File: config.mk
export PLATFORM = sky130hd
export DESIGN_NAME = tss_trigger_select
export DESIGN_NICKNAME = d
export VERILOG_FILES = /design/src/tss_pkg.sv /design/src/tss_trigger_select.sv
export SDC_FILE = /design/constraint.sdc
export NUM_CORES = 1
export LEC_CHECK = 0
export ABC_AREA = 1
export BUFFER_PORTS_ARGS = -buffer_cell sky130_fd_sc_hd__buf_2
export CAP_MARGIN = 20
export CORE_AREA = 2 2 78 80
export CTS_BUF_LIST = sky130_fd_sc_hd__clkbuf_8
export CTS_CLUSTER_SIZE = 12
export DETAILED_ROUTE_END_ITERATION = 16
export DIE_AREA = 0 0 80 82
export PLACE_DENSITY = 0.68
export SLEW_MARGIN = 20
export SYNTH_ARGS = -nofsm -noshare
export SYNTH_HDL_FRONTEND = slang
export SYNTH_SLANG_ARGS = --single-unit
File: constraint.sdc
create_clock -name pclk -period 4.6 [get_ports pclk]
set_clock_uncertainty 0.2 [all_clocks]
set_input_delay 0.69 -clock pclk [delete_from_list [all_inputs] [get_ports pclk]]
set_output_delay 0.69 -clock pclk [all_outputs]
set_load 0.03 [all_outputs]
File: src/tss_pkg.sv
// package: constants and register map for the slave trigger selection block
// Functional notes
// - filter codes 0110/0111 sample at base/4, needing 6 or 8 equal samples.
// - filter codes 1000/1001 sample at base/8, needing 6 or 8 equal samples.
// - codes 1010/1011/1100 sample at base/16, needing 5, 6, 8 samples.
// - codes 1101/1110/1111 sample at base/32, needing 5, 6, 8 samples.
// - filter field sits in bits 11:8, read/write, resets to zero.
// - sync delay bit set delays trigger input events one cycle; clear means none.
// - selector codes 000 to 011 route internal triggers 0 to 3.
// - codes 100..111 pick input1 edge, input1 filtered, input2 filtered, ext filtered.
package tss_pkg;
  localparam logic [11:0] TSS_CTRL_OFFSET   = 12'h008;
  localparam logic [11:0] TSS_STATUS_OFFSET = 12'h00c;
  localparam int          TSS_MODE_LSB      = 0;
  localparam int          TSS_SRC_LSB       = 4;
  localparam int          TSS_SYNC_BIT      = 7;
  localparam int          TSS_FILT_LSB      = 8;
  localparam logic [31:0] TSS_CTRL_RESET    = 32'h0000_0000;
  localparam int          TSS_DIV_W         = 5;
  localparam int          TSS_CNT_W         = 4;
endpackage : tss_pkg

File: src/tss_trigger_select.sv
// module: slave trigger source selection with external trigger filter, apb slave
//
// Local design decisions: the address map and the APB interface to the registers.
module tss_trigger_select
  import tss_pkg::*;
(
  // apb
  input  wire logic        pclk,
  input  wire logic        presetn,
  input  wire logic        psel,
  input  wire logic        penable,
  input  wire logic        pwrite,
  input  wire logic [11:0] paddr,
  input  wire logic [31:0] pwdata,
  output logic      [31:0] prdata,
  output logic             pready,
  output logic             pslverr,
  // trigger sources
  input  wire logic        internal_trigger_0,
  input  wire logic        internal_trigger_1,
  input  wire logic        internal_trigger_2,
  input  wire logic        internal_trigger_3,
  input  wire logic        input1_edge_detect,
  input  wire logic        input1_filtered,
  input  wire logic        input2_filtered,
  input  wire logic        ext_trigger_raw,
  // results
  output logic             ext_trigger_filtered,
  output logic             trigger_input
);
  logic [2:0]           slave_mode_field;
  logic [2:0]           trigger_source_select;
  logic                 sync_delay_enable;
  logic [3:0]           ext_trigger_filter;
  logic [TSS_DIV_W-1:0] div_cnt;
  logic [TSS_CNT_W-1:0] eq_cnt;
  logic [TSS_DIV_W-1:0] div_max;
  logic [TSS_CNT_W-1:0] need_n;
  logic                 sample_tick;
  logic                 sel_trig;
  logic                 sel_trig_q;

  wire access    = psel && penable;
  wire wr_ctrl   = access && pwrite && (paddr == TSS_CTRL_OFFSET);
  wire addr_ok   = (paddr == TSS_CTRL_OFFSET) || (paddr == TSS_STATUS_OFFSET);
  // zero wait states: the slave never stalls the bus
  assign pready  = 1'b1;
  assign pslverr = access && !addr_ok;

  always_ff @(posedge pclk or negedge presetn) begin
    if (!presetn) begin
      slave_mode_field      <= TSS_CTRL_RESET[2:0];
      trigger_source_select <= TSS_CTRL_RESET[6:4];
      sync_delay_enable     <= TSS_CTRL_RESET[7];
      ext_trigger_filter    <= TSS_CTRL_RESET[11:8];
    end else if (wr_ctrl) begin
      slave_mode_field   <= pwdata[TSS_MODE_LSB +: 3];
      sync_delay_enable  <= pwdata[TSS_SYNC_BIT];
      ext_trigger_filter <= pwdata[TSS_FILT_LSB +: 4];
      // selector held while a slave mode is active
      if (slave_mode_field == 3'h0) begin
        trigger_source_select <= pwdata[TSS_SRC_LSB +: 3];
      end
    end
  end

  always_ff @(posedge pclk or negedge presetn) begin
    if (!presetn) begin
      prdata <= 32'h0000_0000;
    end else if (psel && !penable && !pwrite) begin
      prdata <= 32'h0000_0000;
      if (paddr == TSS_CTRL_OFFSET) begin
        prdata <= {20'h00000, ext_trigger_filter, sync_delay_enable,
                   trigger_source_select, 1'b0, slave_mode_field};
      end else if (paddr == TSS_STATUS_OFFSET) begin
        prdata <= {30'h0, trigger_input, ext_trigger_filtered};
      end
    end
  end

  // lower codes: every clock, one sample
  // limitation: codes 0 to 5 act as no filter at all
  always_comb begin
    div_max = 5'h00;
    need_n  = 4'h1;
    unique case (ext_trigger_filter)
      4'h6: begin div_max = 5'h03; need_n = 4'h6; end
      4'h7: begin div_max = 5'h03; need_n = 4'h8; end
      4'h8: begin div_max = 5'h07; need_n = 4'h6; end
      4'h9: begin div_max = 5'h07; need_n = 4'h8; end
      4'ha: begin div_max = 5'h0f; need_n = 4'h5; end
      4'hb: begin div_max = 5'h0f; need_n = 4'h6; end
      4'hc: begin div_max = 5'h0f; need_n = 4'h8; end
      4'hd: begin div_max = 5'h1f; need_n = 4'h5; end
      4'he: begin div_max = 5'h1f; need_n = 4'h6; end
      4'hf: begin div_max = 5'h1f; need_n = 4'h8; end
      default: begin div_max = 5'h00; need_n = 4'h1; end
    endcase
  end

  // >= lets a newly smaller divider wrap at once, not count round to 31
  assign sample_tick = (div_cnt >= div_max);

  always_ff @(posedge pclk or negedge presetn) begin
    if (!presetn) begin
      div_cnt <= '0;
    end else if (sample_tick) begin
      div_cnt <= '0;
    end else begin
      div_cnt <= div_cnt + 5'h01;
    end
  end

  // output moves only after need_n equal samples
  always_ff @(posedge pclk or negedge presetn) begin
    if (!presetn) begin
      eq_cnt               <= '0;
      ext_trigger_filtered <= 1'b0;
    end else if (sample_tick) begin
      if (ext_trigger_raw == ext_trigger_filtered) begin
        eq_cnt <= '0;
      end else if (eq_cnt + 4'h1 >= need_n) begin
        eq_cnt               <= '0;
        ext_trigger_filtered <= ext_trigger_raw;
      end else begin
        eq_cnt <= eq_cnt + 4'h1;
      end
    end
  end

  always_comb begin
    sel_trig = 1'b0;
    unique case (trigger_source_select)
      3'h0: sel_trig = internal_trigger_0;
      3'h1: sel_trig = internal_trigger_1;
      3'h2: sel_trig = internal_trigger_2;
      3'h3: sel_trig = internal_trigger_3;
      3'h4: sel_trig = input1_edge_detect;
      3'h5: sel_trig = input1_filtered;
      3'h6: sel_trig = input2_filtered;
      3'h7: sel_trig = ext_trigger_filtered;
    endcase
  end

  // one-cycle delay so trigger output sees the edge first
  always_ff @(posedge pclk or negedge presetn) begin
    if (!presetn) begin
      sel_trig_q    <= 1'b0;
      trigger_input <= 1'b0;
    end else begin
      sel_trig_q    <= sel_trig;
      trigger_input <= sync_delay_enable ? sel_trig_q : sel_trig;
    end
  end

  sync_delay_a: assert property (@(posedge pclk) disable iff (!presetn)
    sync_delay_enable && $stable(sync_delay_enable) |-> trigger_input == $past(sel_trig, 2))
    else $error("delayed trigger mismatch");
  // guard: first edge after reset still shows the cleared flop
  no_delay_a: assert property (@(posedge pclk) disable iff (!presetn)
    $past(presetn) && !sync_delay_enable && $past(!sync_delay_enable)
      |-> trigger_input == $past(sel_trig))
    else $error("undelayed trigger mismatch");

  sel_hold_a: assert property (@(posedge pclk) disable iff (!presetn)
    slave_mode_field != 3'h0 |=> $stable(trigger_source_select))
    else $error("selector changed with slave mode active");

  internal_trigger_0_route_a: assert property (@(posedge pclk) disable iff (!presetn)
    trigger_source_select == 3'h0 |-> sel_trig == internal_trigger_0)
    else $error("internal trigger 0 route wrong");
  itr_route_a: assert property (@(posedge pclk) disable iff (!presetn)
    trigger_source_select == 3'h2 |-> sel_trig == internal_trigger_2)
    else $error("internal trigger route wrong");
  in1_route_a: assert property (@(posedge pclk) disable iff (!presetn)
    trigger_source_select == 3'h4 |-> sel_trig == input1_edge_detect)
    else $error("input1 edge route wrong");
  etr_route_a: assert property (@(posedge pclk) disable iff (!presetn)
    trigger_source_select == 3'h7 |-> sel_trig == ext_trigger_filtered)
    else $error("external trigger route wrong");

  filt_change_a: assert property (@(posedge pclk) disable iff (!presetn)
    $changed(ext_trigger_filtered) |-> $past(sample_tick) && $past(eq_cnt) + 4'h1 >= $past(need_n))
    else $error("filter changed early");
  filt_hold_a: assert property (@(posedge pclk) disable iff (!presetn)
    !sample_tick |=> $stable(ext_trigger_filtered))
    else $error("filter moved between samples");
  eq_clear_a: assert property (@(posedge pclk) disable iff (!presetn)
    sample_tick && ext_trigger_raw == ext_trigger_filtered |=> eq_cnt == 4'h0)
    else $error("equal sample did not clear count");

  div4_a: assert property (@(posedge pclk) disable iff (!presetn)
    ext_trigger_filter == 4'h7 |-> div_max == 5'h03 && need_n == 4'h8)
    else $error("base/4 setting wrong");
  div8_a: assert property (@(posedge pclk) disable iff (!presetn)
    ext_trigger_filter[3:1] == 3'b100 && $stable(ext_trigger_filter)
      |-> div_cnt <= 5'h07 && need_n == (ext_trigger_filter[0] ? 4'h8 : 4'h6))
    else $error("base/8 setting wrong");
  div16_a: assert property (@(posedge pclk) disable iff (!presetn)
    ext_trigger_filter inside {4'ha, 4'hb, 4'hc} && $stable(ext_trigger_filter)
      |-> div_cnt <= 5'h0f && need_n == (ext_trigger_filter == 4'ha ? 4'h5 :
                                          ext_trigger_filter == 4'hb ? 4'h6 : 4'h8))
    else $error("base/16 setting wrong");
  div32_a: assert property (@(posedge pclk) disable iff (!presetn)
    ext_trigger_filter[3:2] == 2'b11 && ext_trigger_filter[1:0] != 2'b00 |-> div_max == 5'h1f)
    else $error("base/32 divider wrong");

  filt_write_a: assert property (@(posedge pclk) disable iff (!presetn)
    wr_ctrl |=> ext_trigger_filter == $past(pwdata[11:8]))
    else $error("filter field not written");

  // main scenarios
  filt_rise_c: cover property (@(posedge pclk) disable iff (!presetn) $rose(ext_trigger_filtered));
  delay_c: cover property (@(posedge pclk) disable iff (!presetn)
    sync_delay_enable && $rose(trigger_input));
  blocked_c: cover property (@(posedge pclk) disable iff (!presetn)
    wr_ctrl && slave_mode_field != 3'h0);
  div32_c: cover property (@(posedge pclk) disable iff (!presetn)
    ext_trigger_filter == 4'hf && $rose(ext_trigger_filtered));
  unmapped_c: cover property (@(posedge pclk) disable iff (!presetn) pslverr);
endmodule // tss_trigger_select

# == Word-level counts from Yosys, hierarchy flattened ==
# Memories as Yosys holds them, arrays and structs flattened.
# Index checks and enable logic that the tools add are counted.
# op_classes
add_sub_neg,2
multipliers,0
n_div,0
order_cmp,2
eq_ne,10
shift,0
muxes,7
bitwise,1
reduce_logical,14
# op_table
op,count
"12-bit by 4-bit == test with 1-bit output, second input constant",2
"3-bit == test, second input constant",4
12-bit 2-to-1 mux,1
4-bit 2-to-1 mux,2
1-bit one-hot mux with 8 select lines,1
"3-bit by 2-bit == test with 1-bit output, second input constant",2
1-bit logical AND,6
3-bit zero test,2
"5-bit by 1-bit adder with 5-bit output, second input constant",1
5-bit greater-or-equal comparator,1
5-bit 2-to-1 mux,1
"4-bit by 1-bit adder with 4-bit output, second input constant",1
4-bit greater-or-equal comparator,1
"3-bit by 1-bit == test with 1-bit output, second input constant",1
1-bit zero test,3
3-bit AND reduction,1
2-bit 2-to-1 mux,1
2-bit AND reduction,1
1-bit == test,1
1-bit logical OR,1
1-bit 2-to-1 mux,1
1-bit inverter,1
# word_totals
regBits,55
latchBits,0
ram_bits,0
romBits,144
input_bits,57
out_inout_bits,36
word_cells,47
memories,1
# mem_list
memory,words,word_bits,read_ports,rd_clocked_by_memory_dff,wr,line,source
(name not given),16,9,1,0,0,tss_trigger_select.sv:86,unique case (ext_trigger_filter)

# == Logic depth before layout (Yosys ltp) ==
# Gate-level depths: netlist of run 1.
# depth
word_depth,4
mapped_depth,14
depth_no_buf,14

# == Worst setup path after synthesis of run 1 ==
# No wires, ideal clock.
# synth_timing
path_type,input-to-output
from,input paddr[7]
to,output pslverr
t_arrival_ps,1702
required_ps,3710
setup_slack_ps,2008
stages,6
path_cell_list,nor2_2 -> nand2_2 -> inv_1 -> nand2_1 -> nor2_1 -> nor3_1
# synth_between
elab_chain_cells,4
# synth_rtl
element,line,source
from (decl),tss_trigger_select.sv:13,"input wire logic [11:0] paddr,"
12-bit by 4-bit == test with 1-bit output,tss_trigger_select.sv:45,wire addr_ok = (paddr == TSS_CTRL_OFFSET) || (paddr == TSS_STATUS_OFFSET);
1-bit logical OR (*),tss_trigger_select.sv:45,
1-bit zero test (*),tss_trigger_select.sv:48,assign pslverr = access && !addr_ok;
1-bit logical AND (*),tss_trigger_select.sv:48,
to (decl),tss_trigger_select.sv:17,"output logic pslverr,"
# Every way passes the cells marked *; elsewhere a longest branch is shown, timed or not.

# == Worst setup path after layout of run 1 ==
# layout_timing
from,register ext_trigger_filter[1]
to,register eq_cnt[1]
# layout_between
elab_chain_cells,4
# layout_rtl
element,line,source
from (decl),tss_trigger_select.sv:34,logic [3:0] ext_trigger_filter;
from (signal assigned),tss_trigger_select.sv:55,ext_trigger_filter <= TSS_CTRL_RESET[11:8];
from (signal assigned),tss_trigger_select.sv:59,ext_trigger_filter <= pwdata[TSS_FILT_LSB +: 4];
memory 16 x 9 bit (*),n/a,
4-bit greater-or-equal comparator,tss_trigger_select.sv:122,end else if (eq_cnt + 4'h1 >= need_n) begin
4-bit 2-to-1 mux,tss_trigger_select.sv:122,
4-bit 2-to-1 mux,tss_trigger_select.sv:120,if (ext_trigger_raw == ext_trigger_filtered) begin
to (signal assigned),tss_trigger_select.sv:126,eq_cnt <= eq_cnt + 4'h1;
to (decl),tss_trigger_select.sv:36,logic [TSS_CNT_W-1:0] eq_cnt;
# Marked as above.
# A chain may end at the register's enable or synchronous reset.

==> reports/results.tsv, run 1 <==
metric	value	unit
status	completed	
syn2layout_area_growth	13.7	%
ir_drop	0.138	mV
synthCells	283	
drtIter0Drc	68	
fmax	389	MHz
clockBufferDepth	2	
leakage	1.45	nW
synth.area.top_cells	dfrtp_1 (38%), nand2_1 (14%), buf_4 (8.4%), ha_1 (8.4%), nand3_1 (6.3%)	
pin_count	93	
slew_violations	0	
htree_levels	2	
core_area	5750	um^2
cts_tree	built	
n_antenna_cell	0	
dp_slack	2.03	ns
cts_root_buffer	clkbuf_8	
grt_use_total	14.1	%
final_layout_size_suffix_gt1_share	21.3	%
die_area	6560	um^2
post_cts_resized	0	
required	4.63	ns
endpoint_kind	flop	
rsz0062_at_grt	false	
synthArstFlopShare	100	%
synth_common_cells	nand2_1 (84), dfrtp_1 (34), inv_1 (30), nand3_1 (28), buf_4 (25)	
cts_setup_buffers	0	
die_h	82	um
grt_pass1_wl	7.12	mm
synth_area	2240	um^2
rows	28	
yosysMostFrequentCell	nand2_1	
min_period	2.57	ns
cts.sinks	34	
fin_cells	408	
fin_nets	404	
holdCritPathClass	in2async	
grt_pass1_vias	1656	
cp_max_fo	7	
start_util	39.0	%
ant_nets	0	
whs	0.257	ns
synth_edf_count	0	
tns	0	ns
vias_per_cell	4.51	
synth-seq-cells	34	
dp_cells	400	
clk_pin_slew_worst_paths	0.07	ns
finalSetupViolCount	0	
yosysTopAreaCell	dfrtp_1	
postSynthAreaPerCell	7.92	um^2
final_util	44.4	%
fin_ws	2.03	ns
wl	4.18	mm
tightest_slew	0.753	ns
max_slew_margin	49.8	%
clkLatencyLatePin	0.29	ns
yosys.area.top_type_share	38.0	%
synth_cell_type_count	32	
cts_buffers	5	
synth_warnings	0	
vias	1841	
wl_per_cell	10.2	um
fill_cells	606	
ctsHoldBuffers	0	
drc	0	
critPathArrivalTime	2.60	ns
gp_congestion	0.809	
overflow	0	
hpwl	3.28	mm
synth_seq_area_share	38.0	%
postPlaceCellArea	2460	um^2
io_buffers	49	
ys.flop_type	dfrtp_1	
grt_max_degree	35	
power	0.593	mW
cp-start-kind	flop	
path_class	reg2reg	
design_area	2550	um^2
drt_pass1_iterations	4	
die_x	80	um
cap_violations	0	
post-route-period-util	55.9	%
powerDensity	233	nW/um^2
hold_viol	0	
antenna_found_initial	0	
[layout by cell type (no fill, tap or decap)]
master,instances
nor2_8,2
clkinv_8,1
a21oi_1,3
clkbuf_8,6
nand2_1,84
inv_1,31
a31oi_1,1
ha_1,15
inv_2,2
nor2_2,2
o21ai_1,5
nor3_2,1
xnor2_1,3
nand2_4,1
buf_2,49
nand3_1,28
nand4_1,3
nand2_2,3
dfrtp_1,34
nor2_4,1
xor2_1,3
o31ai_1,1
nand4_4,1
a211oi_1,1
nor2_1,14
clkinv_2,1
a21o_1,1
nor3_1,3
nand2_8,1
o21ai_0,9
conb_1,22
nand3b_1,1
[cell families after synthesis]
group / synth area share (%)
AO/OA/AOI/OAI: 5.08
XOR/XNOR: 2.35
adder cells (fa/ha/maj): 8.38
buffers and inverters: 14.9
flip-flops: 38.0
other: 0.335
AND/OR/NAND/NOR: 31.0
[worst max-delay path, stage by stage, from the launching register on]
cell and delay [ns]:
dfrtp_1 0.45, inv_1 0.09, ha_1 0.31, a211oi_1 0.30, a31oi_1 0.10, ha_1 0.34
a21oi_1 0.15, nand3_1 0.14, nor2_1 0.25, nand3_1 0.11, nand2_1 0.08
[metal layers]
layer  track usage (%)  wire, um
met5                 0         0
met1              16.0      1770
met4              5.25        86
met2              24.8      2080
met3              4.62       240
[report_power, final]
part           internal (mW)  total [mW]  switching, mW
clock                  0.118       0.224          0.106
combinational         0.0169      0.0668         0.0499
sequential             0.300       0.302        0.00147
total                  0.436       0.593          0.157
[layout make-up]
type	count	area, um^2	area share [%]
Clock inverter	2	8.76	0.344
Inverter	33	136	5.35
Timing Repair Buffer	49	245	9.62
Tap cell	75	93.8	3.68
Multi-Input combinational cell	209	1130	44.4
Clock buffer	6	82.6	3.24
Sequential cell	34	851	33.4
[worst paths after layout]
check                                                       start                 endpoint  slack [ns]  cells past startpoint
worst max-delay path            ext_trigger_filter[1]$_DFFE_PN0P_    eq_cnt[1]$_DFFE_PN0N_        2.03                     10
worst min-delay path                                      presetn    eq_cnt[0]$_DFFE_PN0N_        0.26                      1
worst max register to register  ext_trigger_filter[1]$_DFFE_PN0P_    eq_cnt[1]$_DFFE_PN0N_        2.03                     10
worst min register to register               sel_trig_q$_DFF_PN0_  trigger_input$_DFF_PN0_        0.26                      2
max in group asynchronous                                 presetn    prdata[5]$_DFFE_PN0P_        3.45                      1
min in group pclk                            sel_trig_q$_DFF_PN0_  trigger_input$_DFF_PN0_        0.26                      2
[registers in the layout (all words and copies together), names as in the netlist]
register,flops
ext_trigger_filtered,1
slave_mode_field,3
sel_trig_q,1
ext_trigger_filter,4
prdata,11
eq_cnt,4
sync_delay_enable,1
trigger_input,1
div_cnt,5
trigger_source_select,3
(Power assumes the default switching activity.)
==> run 2: changes to the inputs <==
clock period = 2.43 ns   (was 4.6 ns; I/O delays follow)
==> reports/results.tsv, run 2 (synthesis results as in run 1) <==
metric	value	unit	change
slowest_stage	dfrtp_1		unchanged
critPathArrivalTime	2.26	ns	was 2.60 ns
post-route-period-util	92.0	%	was 55.9%
clkPwrFrac	38.0	%	was 37.8%
cts.sinks	34		unchanged
largest_registers	prdata (11), div_cnt (5)		unchanged
drc	0		unchanged
max_stage_delay	0.38	ns	was 0.45 ns
clockBufferDepth	2		unchanged
htree_levels	2		unchanged
cts_buffers	5		unchanged
p_sw	0.304	mW	was 0.157 mW
n_antenna_cell	0		unchanged
ant_nets	0		unchanged
cp_num_cells	11		was 10
leakage	1.47	nW	was 1.45 nW
switching_share	26.9	%	was 26.5%
vias	1846		was 1,841
largest_register_ff_count	11		unchanged
final_util	45.4	%	was 44.4%
fill_cells	603		was 606
cap_violations	0		unchanged
powerDensity	434	nW/um^2	was 233 nW/um^2
cp_max_fo	4		was 7
syn2layout_area_growth	16.3	%	was 13.7%
holdCritPathClass	in2reg		was in2async
largest_register	prdata		unchanged
status	completed		unchanged
gp_congestion	0.820		was 0.809
fin_cells	413		was 408
core_area	5750	um^2	unchanged
tightest_slew	0.768	ns	was 0.753 ns
min_period	2.24	ns	was 2.57 ns
combPwrFrac	11.5	%	was 11.3%
rr_worst_depth	11		was 10
die_x	80	um	unchanged
path_cells	buf_4 > ha_1 > nor2_1 > a211oi_2 > a31oi_1 > ha_1 > a21oi_1 > nand3_2 > nor2_4 > nand3_1 > nand2_1		was inv_1 > ha_1 > a211oi_1 > a31oi_1 > ha_1 > a21oi_1 > nand3_1 > nor2_1 > nand3_1 > nand2_1
path_buf_inv	1		unchanged
worstReg2RegEnd	eq_cnt[1]$_DFFE_PN0N_		unchanged
die_area	6560	um^2	unchanged
hold_viol	0		unchanged
slew_violations	0		unchanged
final_common_cell	nand2_1		unchanged
cts_root_buffer	clkbuf_8		unchanged
io_buffers	49		unchanged
reg2reg_slack	0.19	ns	was 2.03 ns
cpMostUsedCell	ha_1		
start_util	39.0	%	unchanged
die_h	82	um	unchanged
cts_tree	built		unchanged
path_class	reg2reg		unchanged
final_layout_size_suffix_gt1_share	23.1	%	was 21.3%
crit_end	eq_cnt[1]$_DFFE_PN0N_		unchanged
critical-path-top-delay-family	simple AND/OR/NAND/NOR gates		was adder cells
fmax	447	MHz	was 389 MHz
grt_pass1_wl	7.23	mm	was 7.12 mm
clkLatencyLatePin	0.29	ns	about the same
rows	28		unchanged
seqPwrFrac	50.5	%	was 50.9%
final_cell_mix	nand2_1 (84), buf_2 (49), dfrtp_1 (34)		unchanged
antenna_found_initial	0		unchanged
clk_pin_slew_worst_paths	0.07	ns	about the same
dp_cells	404		was 400
drtIter0Drc	60		was 68
drt_pass1_iterations	4		unchanged
worstSetupStartpoint	ext_trigger_filter[0]$_DFFE_PN0P_		was ext_trigger_filter[1]$_DFFE_PN0P_
tns	0	ns	unchanged
grt_use_total	14.2	%	was 14.1%
ir_drop	0.219	mV	was 0.138 mV
hpwl	3.42	mm	was 3.28 mm
rsz0062_at_grt	false		unchanged
grt_max_degree	35		unchanged
wl	4.43	mm	was 4.18 mm
hp-start	pwdata[4]		
r2r-start	ext_trigger_filter[0]$_DFFE_PN0P_		was ext_trigger_filter[1]$_DFFE_PN0P_
intPower	0.827	mW	was 0.436 mW
vias_per_cell	4.47		was 4.51
cts_setup_buffers	0		unchanged
fin_nets	409		was 404
finalSetupViolCount	0		unchanged
grt_pass1_vias	1617		was 1,656
overflow	0		unchanged
endpoint_kind	flop		unchanged
wl_per_cell	10.7	um	was 10.2 um
pin_count	93		unchanged
max_slew_margin	48.8	%	was 49.8%
required	2.46	ns	was 4.63 ns
cp-start-kind	flop		unchanged
==> run 2: cell types whose count changed in the layout (fill, tap and decap cells not counted) <==
cell / delta
buf_4: +4
dlygate4sd3_1: +1
nor2_4: +1
nand3_2: +1
a211oi_1: -1
a211oi_2: +1
nor2_1: -1
nand3_1: -1
==> run 2: layout make-up <==
type / instances / area, um^2 / share of cell area [%]
Multi-Input combinational cell: 209 / 1150 / 44.1
Sequential cell: 34 / 851 / 32.6
Timing Repair Buffer: 54 / 285 / 10.9
Inverter: 33 / 136 / 5.23
Tap cell: 75 / 93.8 / 3.60
Clock buffer: 6 / 82.6 / 3.17
Clock inverter: 2 / 8.76 / 0.336
==> run 2: metal layers <==
| metal | part of all wire (%) | track usage, % |
|---|---|---|
| met5 | 0 | 0 |
| met1 | 43 | 17.1 |
| met4 | 1.5 | 5.42 |
| met2 | 51 | 24.3 |
| met3 | 4.8 | 3.85 |
==> run 2: power by group through the flow <==
stage	Clock [mW]	Combinational [mW]	Sequential [mW]
after floorplan	0	0.104	0.585
after global placement	0	0.127	0.582
after detailed placement	0	0.129	0.582
after CTS	0.444	0.130	0.572
after global routing	0.472	0.142	0.571
final	0.430	0.130	0.572
==> run 2: worst min path at each step <==
| stage | slack, ns | cells past startpoint | endpoint |
|---|---|---|---|
| global route | 0.1 | 3 | slave_mode_field[2]$_DFFE_PN0P_ |
| detailed placement | 0.25 | 2 | trigger_input$_DFF_PN0_ |
| finish | 0.1 | 3 | trigger_source_select[0]$_DFFE_PN0P_ |
| floorplan | -0.13 | 0 | div_cnt[0]$_DFF_PN0_ |
| CTS | 0.09 | 3 | slave_mode_field[1]$_DFFE_PN0P_ |
| global placement | 0.24 | 2 | trigger_input$_DFF_PN0_ |
==> run 2: per-stage QoR <==
| stage | cell area, um^2 | total power [mW] | worst slack, ns | hold WS, ns |
|---|---|---|---|---|
| 4_1_cts | 2590 | 1.15 | 0.0299 | 0.0900 |
| 6_report | 2610 | 1.13 | 0.194 | 0.0980 |
| 2_1_floorplan | 2320 | 0.689 | 0.210 | -0.131 |
| 3_3_place_gp | 2490 | 0.709 | 0.116 | 0.239 |
| 5_1_grt | 2610 | 1.19 | 0.00368 | 0.0983 |
| 3_5_place_dp | 2490 | 0.711 | 0.0505 | 0.245 |
==> run 2: repair_timing <==
item	4_1_cts	5_1_grt
gates resized for setup	0	4
setup endpoints to repair	0	5
hold buffers	1	0
hold endpoints to repair	34	0
==> run 2: tightest hold or removal path, cell delays in order <==
cell and delay (ns):
buf_2 0.09, inv_1 0.04, o21ai_1 0.05
==> run 3: changes to the inputs <==
CORE_AREA = 2 2 60 105   (was 2 2 78 80)
DIE_AREA = 0 0 62 107   (was 0 0 80 82)
PLACE_DENSITY = 0.69   (was 0.68)
TNS_END_PERCENT = 1   (was not set)
clock period = 1.95 ns   (was 2.43 ns; I/O delays follow)
==> reports/results.tsv, run 3 (synthesis results as in run 1) <==
metric	value	unit	change
syn2layout_area_growth	24.6	%	was 16.3%
holdCritPathClass	in2reg		unchanged
final_layout_size_suffix_gt1_share	30.1	%	was 23.1%
rsz0062_at_grt	true		was false
finalSetupViolCount	5		was 0
core_area	5790	um^2	was 5750 um^2
grt_max_degree	35		unchanged
cap_violations	0		unchanged
final_cell_mix	nand2_1 (83), buf_2 (49), dfrtp_1 (33)		was nand2_1 (84), buf_2 (49), dfrtp_1 (34)
fin_ws	-0.285	ns	was 0.194 ns
cts_buffers	5		unchanged
vias	1938		was 1,846
violations	negative setup slack		
ir_drop	0.385	mV	was 0.219 mV
cts_tree	built		unchanged
fmax	448	MHz	was 447 MHz
antenna_found_initial	0		unchanged
n_antenna_cell	0		unchanged
largest_register	prdata		unchanged
cts_root_buffer	clkbuf_8		unchanged
drt_pass1_iterations	4		unchanged
final_util	48.3	%	was 45.4%
tns	-1.34	ns	was 0 ns
io_buffers	49		unchanged
die_area	6630	um^2	was 6560 um^2
clockBufferDepth	2		unchanged
slew_violations	0		unchanged
wl_per_cell	11.0	um	was 10.7 um
largest_register_ff_count	11		unchanged
cp_max_fo	4		unchanged
min_period	2.23	ns	was 2.24 ns
die_h	107	um	was 82 um
overflow	0		unchanged
leakage	1.53	nW	was 1.47 nW
ant_nets	0		unchanged
grt_pass1_wl	7.65	mm	was 7.23 mm
drc	0		unchanged
critPathArrivalTime	2.26	ns	about the same
hpwl	3.69	mm	was 3.42 mm
cts.sinks	34		unchanged
drtIter0Drc	18		was 60
dp_cells	417		was 404
status	finished, violations left		was completed
post-route-period-util	115	%	was 92.0%
cp-start-kind	flop		unchanged
grt_pass1_vias	1778		was 1,617
clkLatencyLatePin	0.29	ns	about the same
grt_use_total	15.4	%	was 14.2%
path_class	reg2reg		unchanged
fin_nets	420		was 409
pin_count	93		unchanged
htree_levels	2		unchanged
required	1.98	ns	was 2.46 ns
vias_per_cell	4.54		was 4.47
wl	4.71	mm	was 4.43 mm
power	1.40	mW	was 1.13 mW
gp_congestion	0.792		was 0.820
endpoint_kind	flop		unchanged
start_util	38.7	%	was 39.0%
die_x	62	um	was 80 um
rows	37		was 28
largest_registers	prdata (11), div_cnt (5)		unchanged
hold_viol	0		unchanged
powerDensity	502	nW/um^2	was 434 nW/um^2
final_common_cell	nand2_1		unchanged
fin_cells	427		was 413
clk_pin_slew_worst_paths	0.07	ns	about the same
## run 3: repair_timing
| item | in CTS | in global routing |
|---|---|---|
| gates cloned | 0 | 0 |
| buffers inserted | 0 | 1 |
| hold buffers | 1 | 0 |
| pin swaps | 2 | 6 |
| endpoints found under the hold margin | 34 | 0 |
| resized for setup | 4 | 10 |
| endpoints found under the setup margin | 10 | 10 |
## run 3: where the power goes
| group | total (mW) | switching (mW) | leakage [nW] | internal, mW |
|---|---|---|---|---|
| Clock | 0.526 | 0.275 | 0.0441 | 0.251 |
| Sequential | 0.712 | 0.00356 | 0.467 | 0.708 |
| Combinational | 0.164 | 0.120 | 1.02 | 0.0441 |
## run 3: final timing paths
check / startpoint / to / slack, ns / cells past startpoint
max: ext_trigger_filter[0]$_DFFE_PN0P_ / eq_cnt[1]$_DFFE_PN0N_ / -0.28 / 12
min: pwdata[1] / slave_mode_field[1]$_DFFE_PN0P_ / 0.03 / 3
max reg2reg: ext_trigger_filter[0]$_DFFE_PN0P_ / eq_cnt[1]$_DFFE_PN0N_ / -0.28 / 12
min reg2reg: sel_trig_q$_DFF_PN0_ / trigger_input$_DFF_PN0_ / 0.27 / 2
max in group asynchronous: presetn / ext_trigger_filter[2]$_DFFE_PN0P_ / 0.86 / 3
min in group asynchronous: presetn / prdata[8]$_DFFE_PN0P_ / 0.36 / 3
## run 3: stage by stage
stage | hold WS, ns | area (um^2) | worst slack, ns
after floorplan | -0.203 | 2350 | -0.105
after global placement | 0.146 | 2600 | -0.199
after detailed placement | 0.152 | 2600 | -0.270
after CTS | 0.0310 | 2720 | -0.232
after global routing | 0.0376 | 2790 | -0.386
final | 0.0296 | 2790 | -0.285
## run 3: worst max-delay path: stages, from the launching register on
cell and delay (ns):
dfrtp_1 0.41, inv_2 0.09, ha_4 0.22, a211oi_4 0.25, a31oi_2 0.07, ha_1 0.34, nand2_1 0.07, inv_1 0.03
nand2_1 0.06, nand3_2 0.12, nor2_4 0.16, nand3_1 0.08, nand2_1 0.06
## run 3: metal layers
metal | track usage, % | up-vias | part of all wire [%]
li1 | - | 981 | -
met1 | 15.8 | 896 | 36
met2 | 28.2 | 51 | 57
met3 | 3.14 | 10 | 4.4
met4 | 6.23 | 0 | 2.7
met5 | 0 | - | 0
## run 3: cell type report
cell class                      instances  area (um^2)
Fill cell                             581         2990
Multi-Input combinational cell        209         1240
Sequential cell                        34          852
Timing Repair Buffer                   65          372
Inverter                               33          136
Tap cell                               78         97.6
Clock buffer                            5         68.8
Clock inverter                          3         21.3
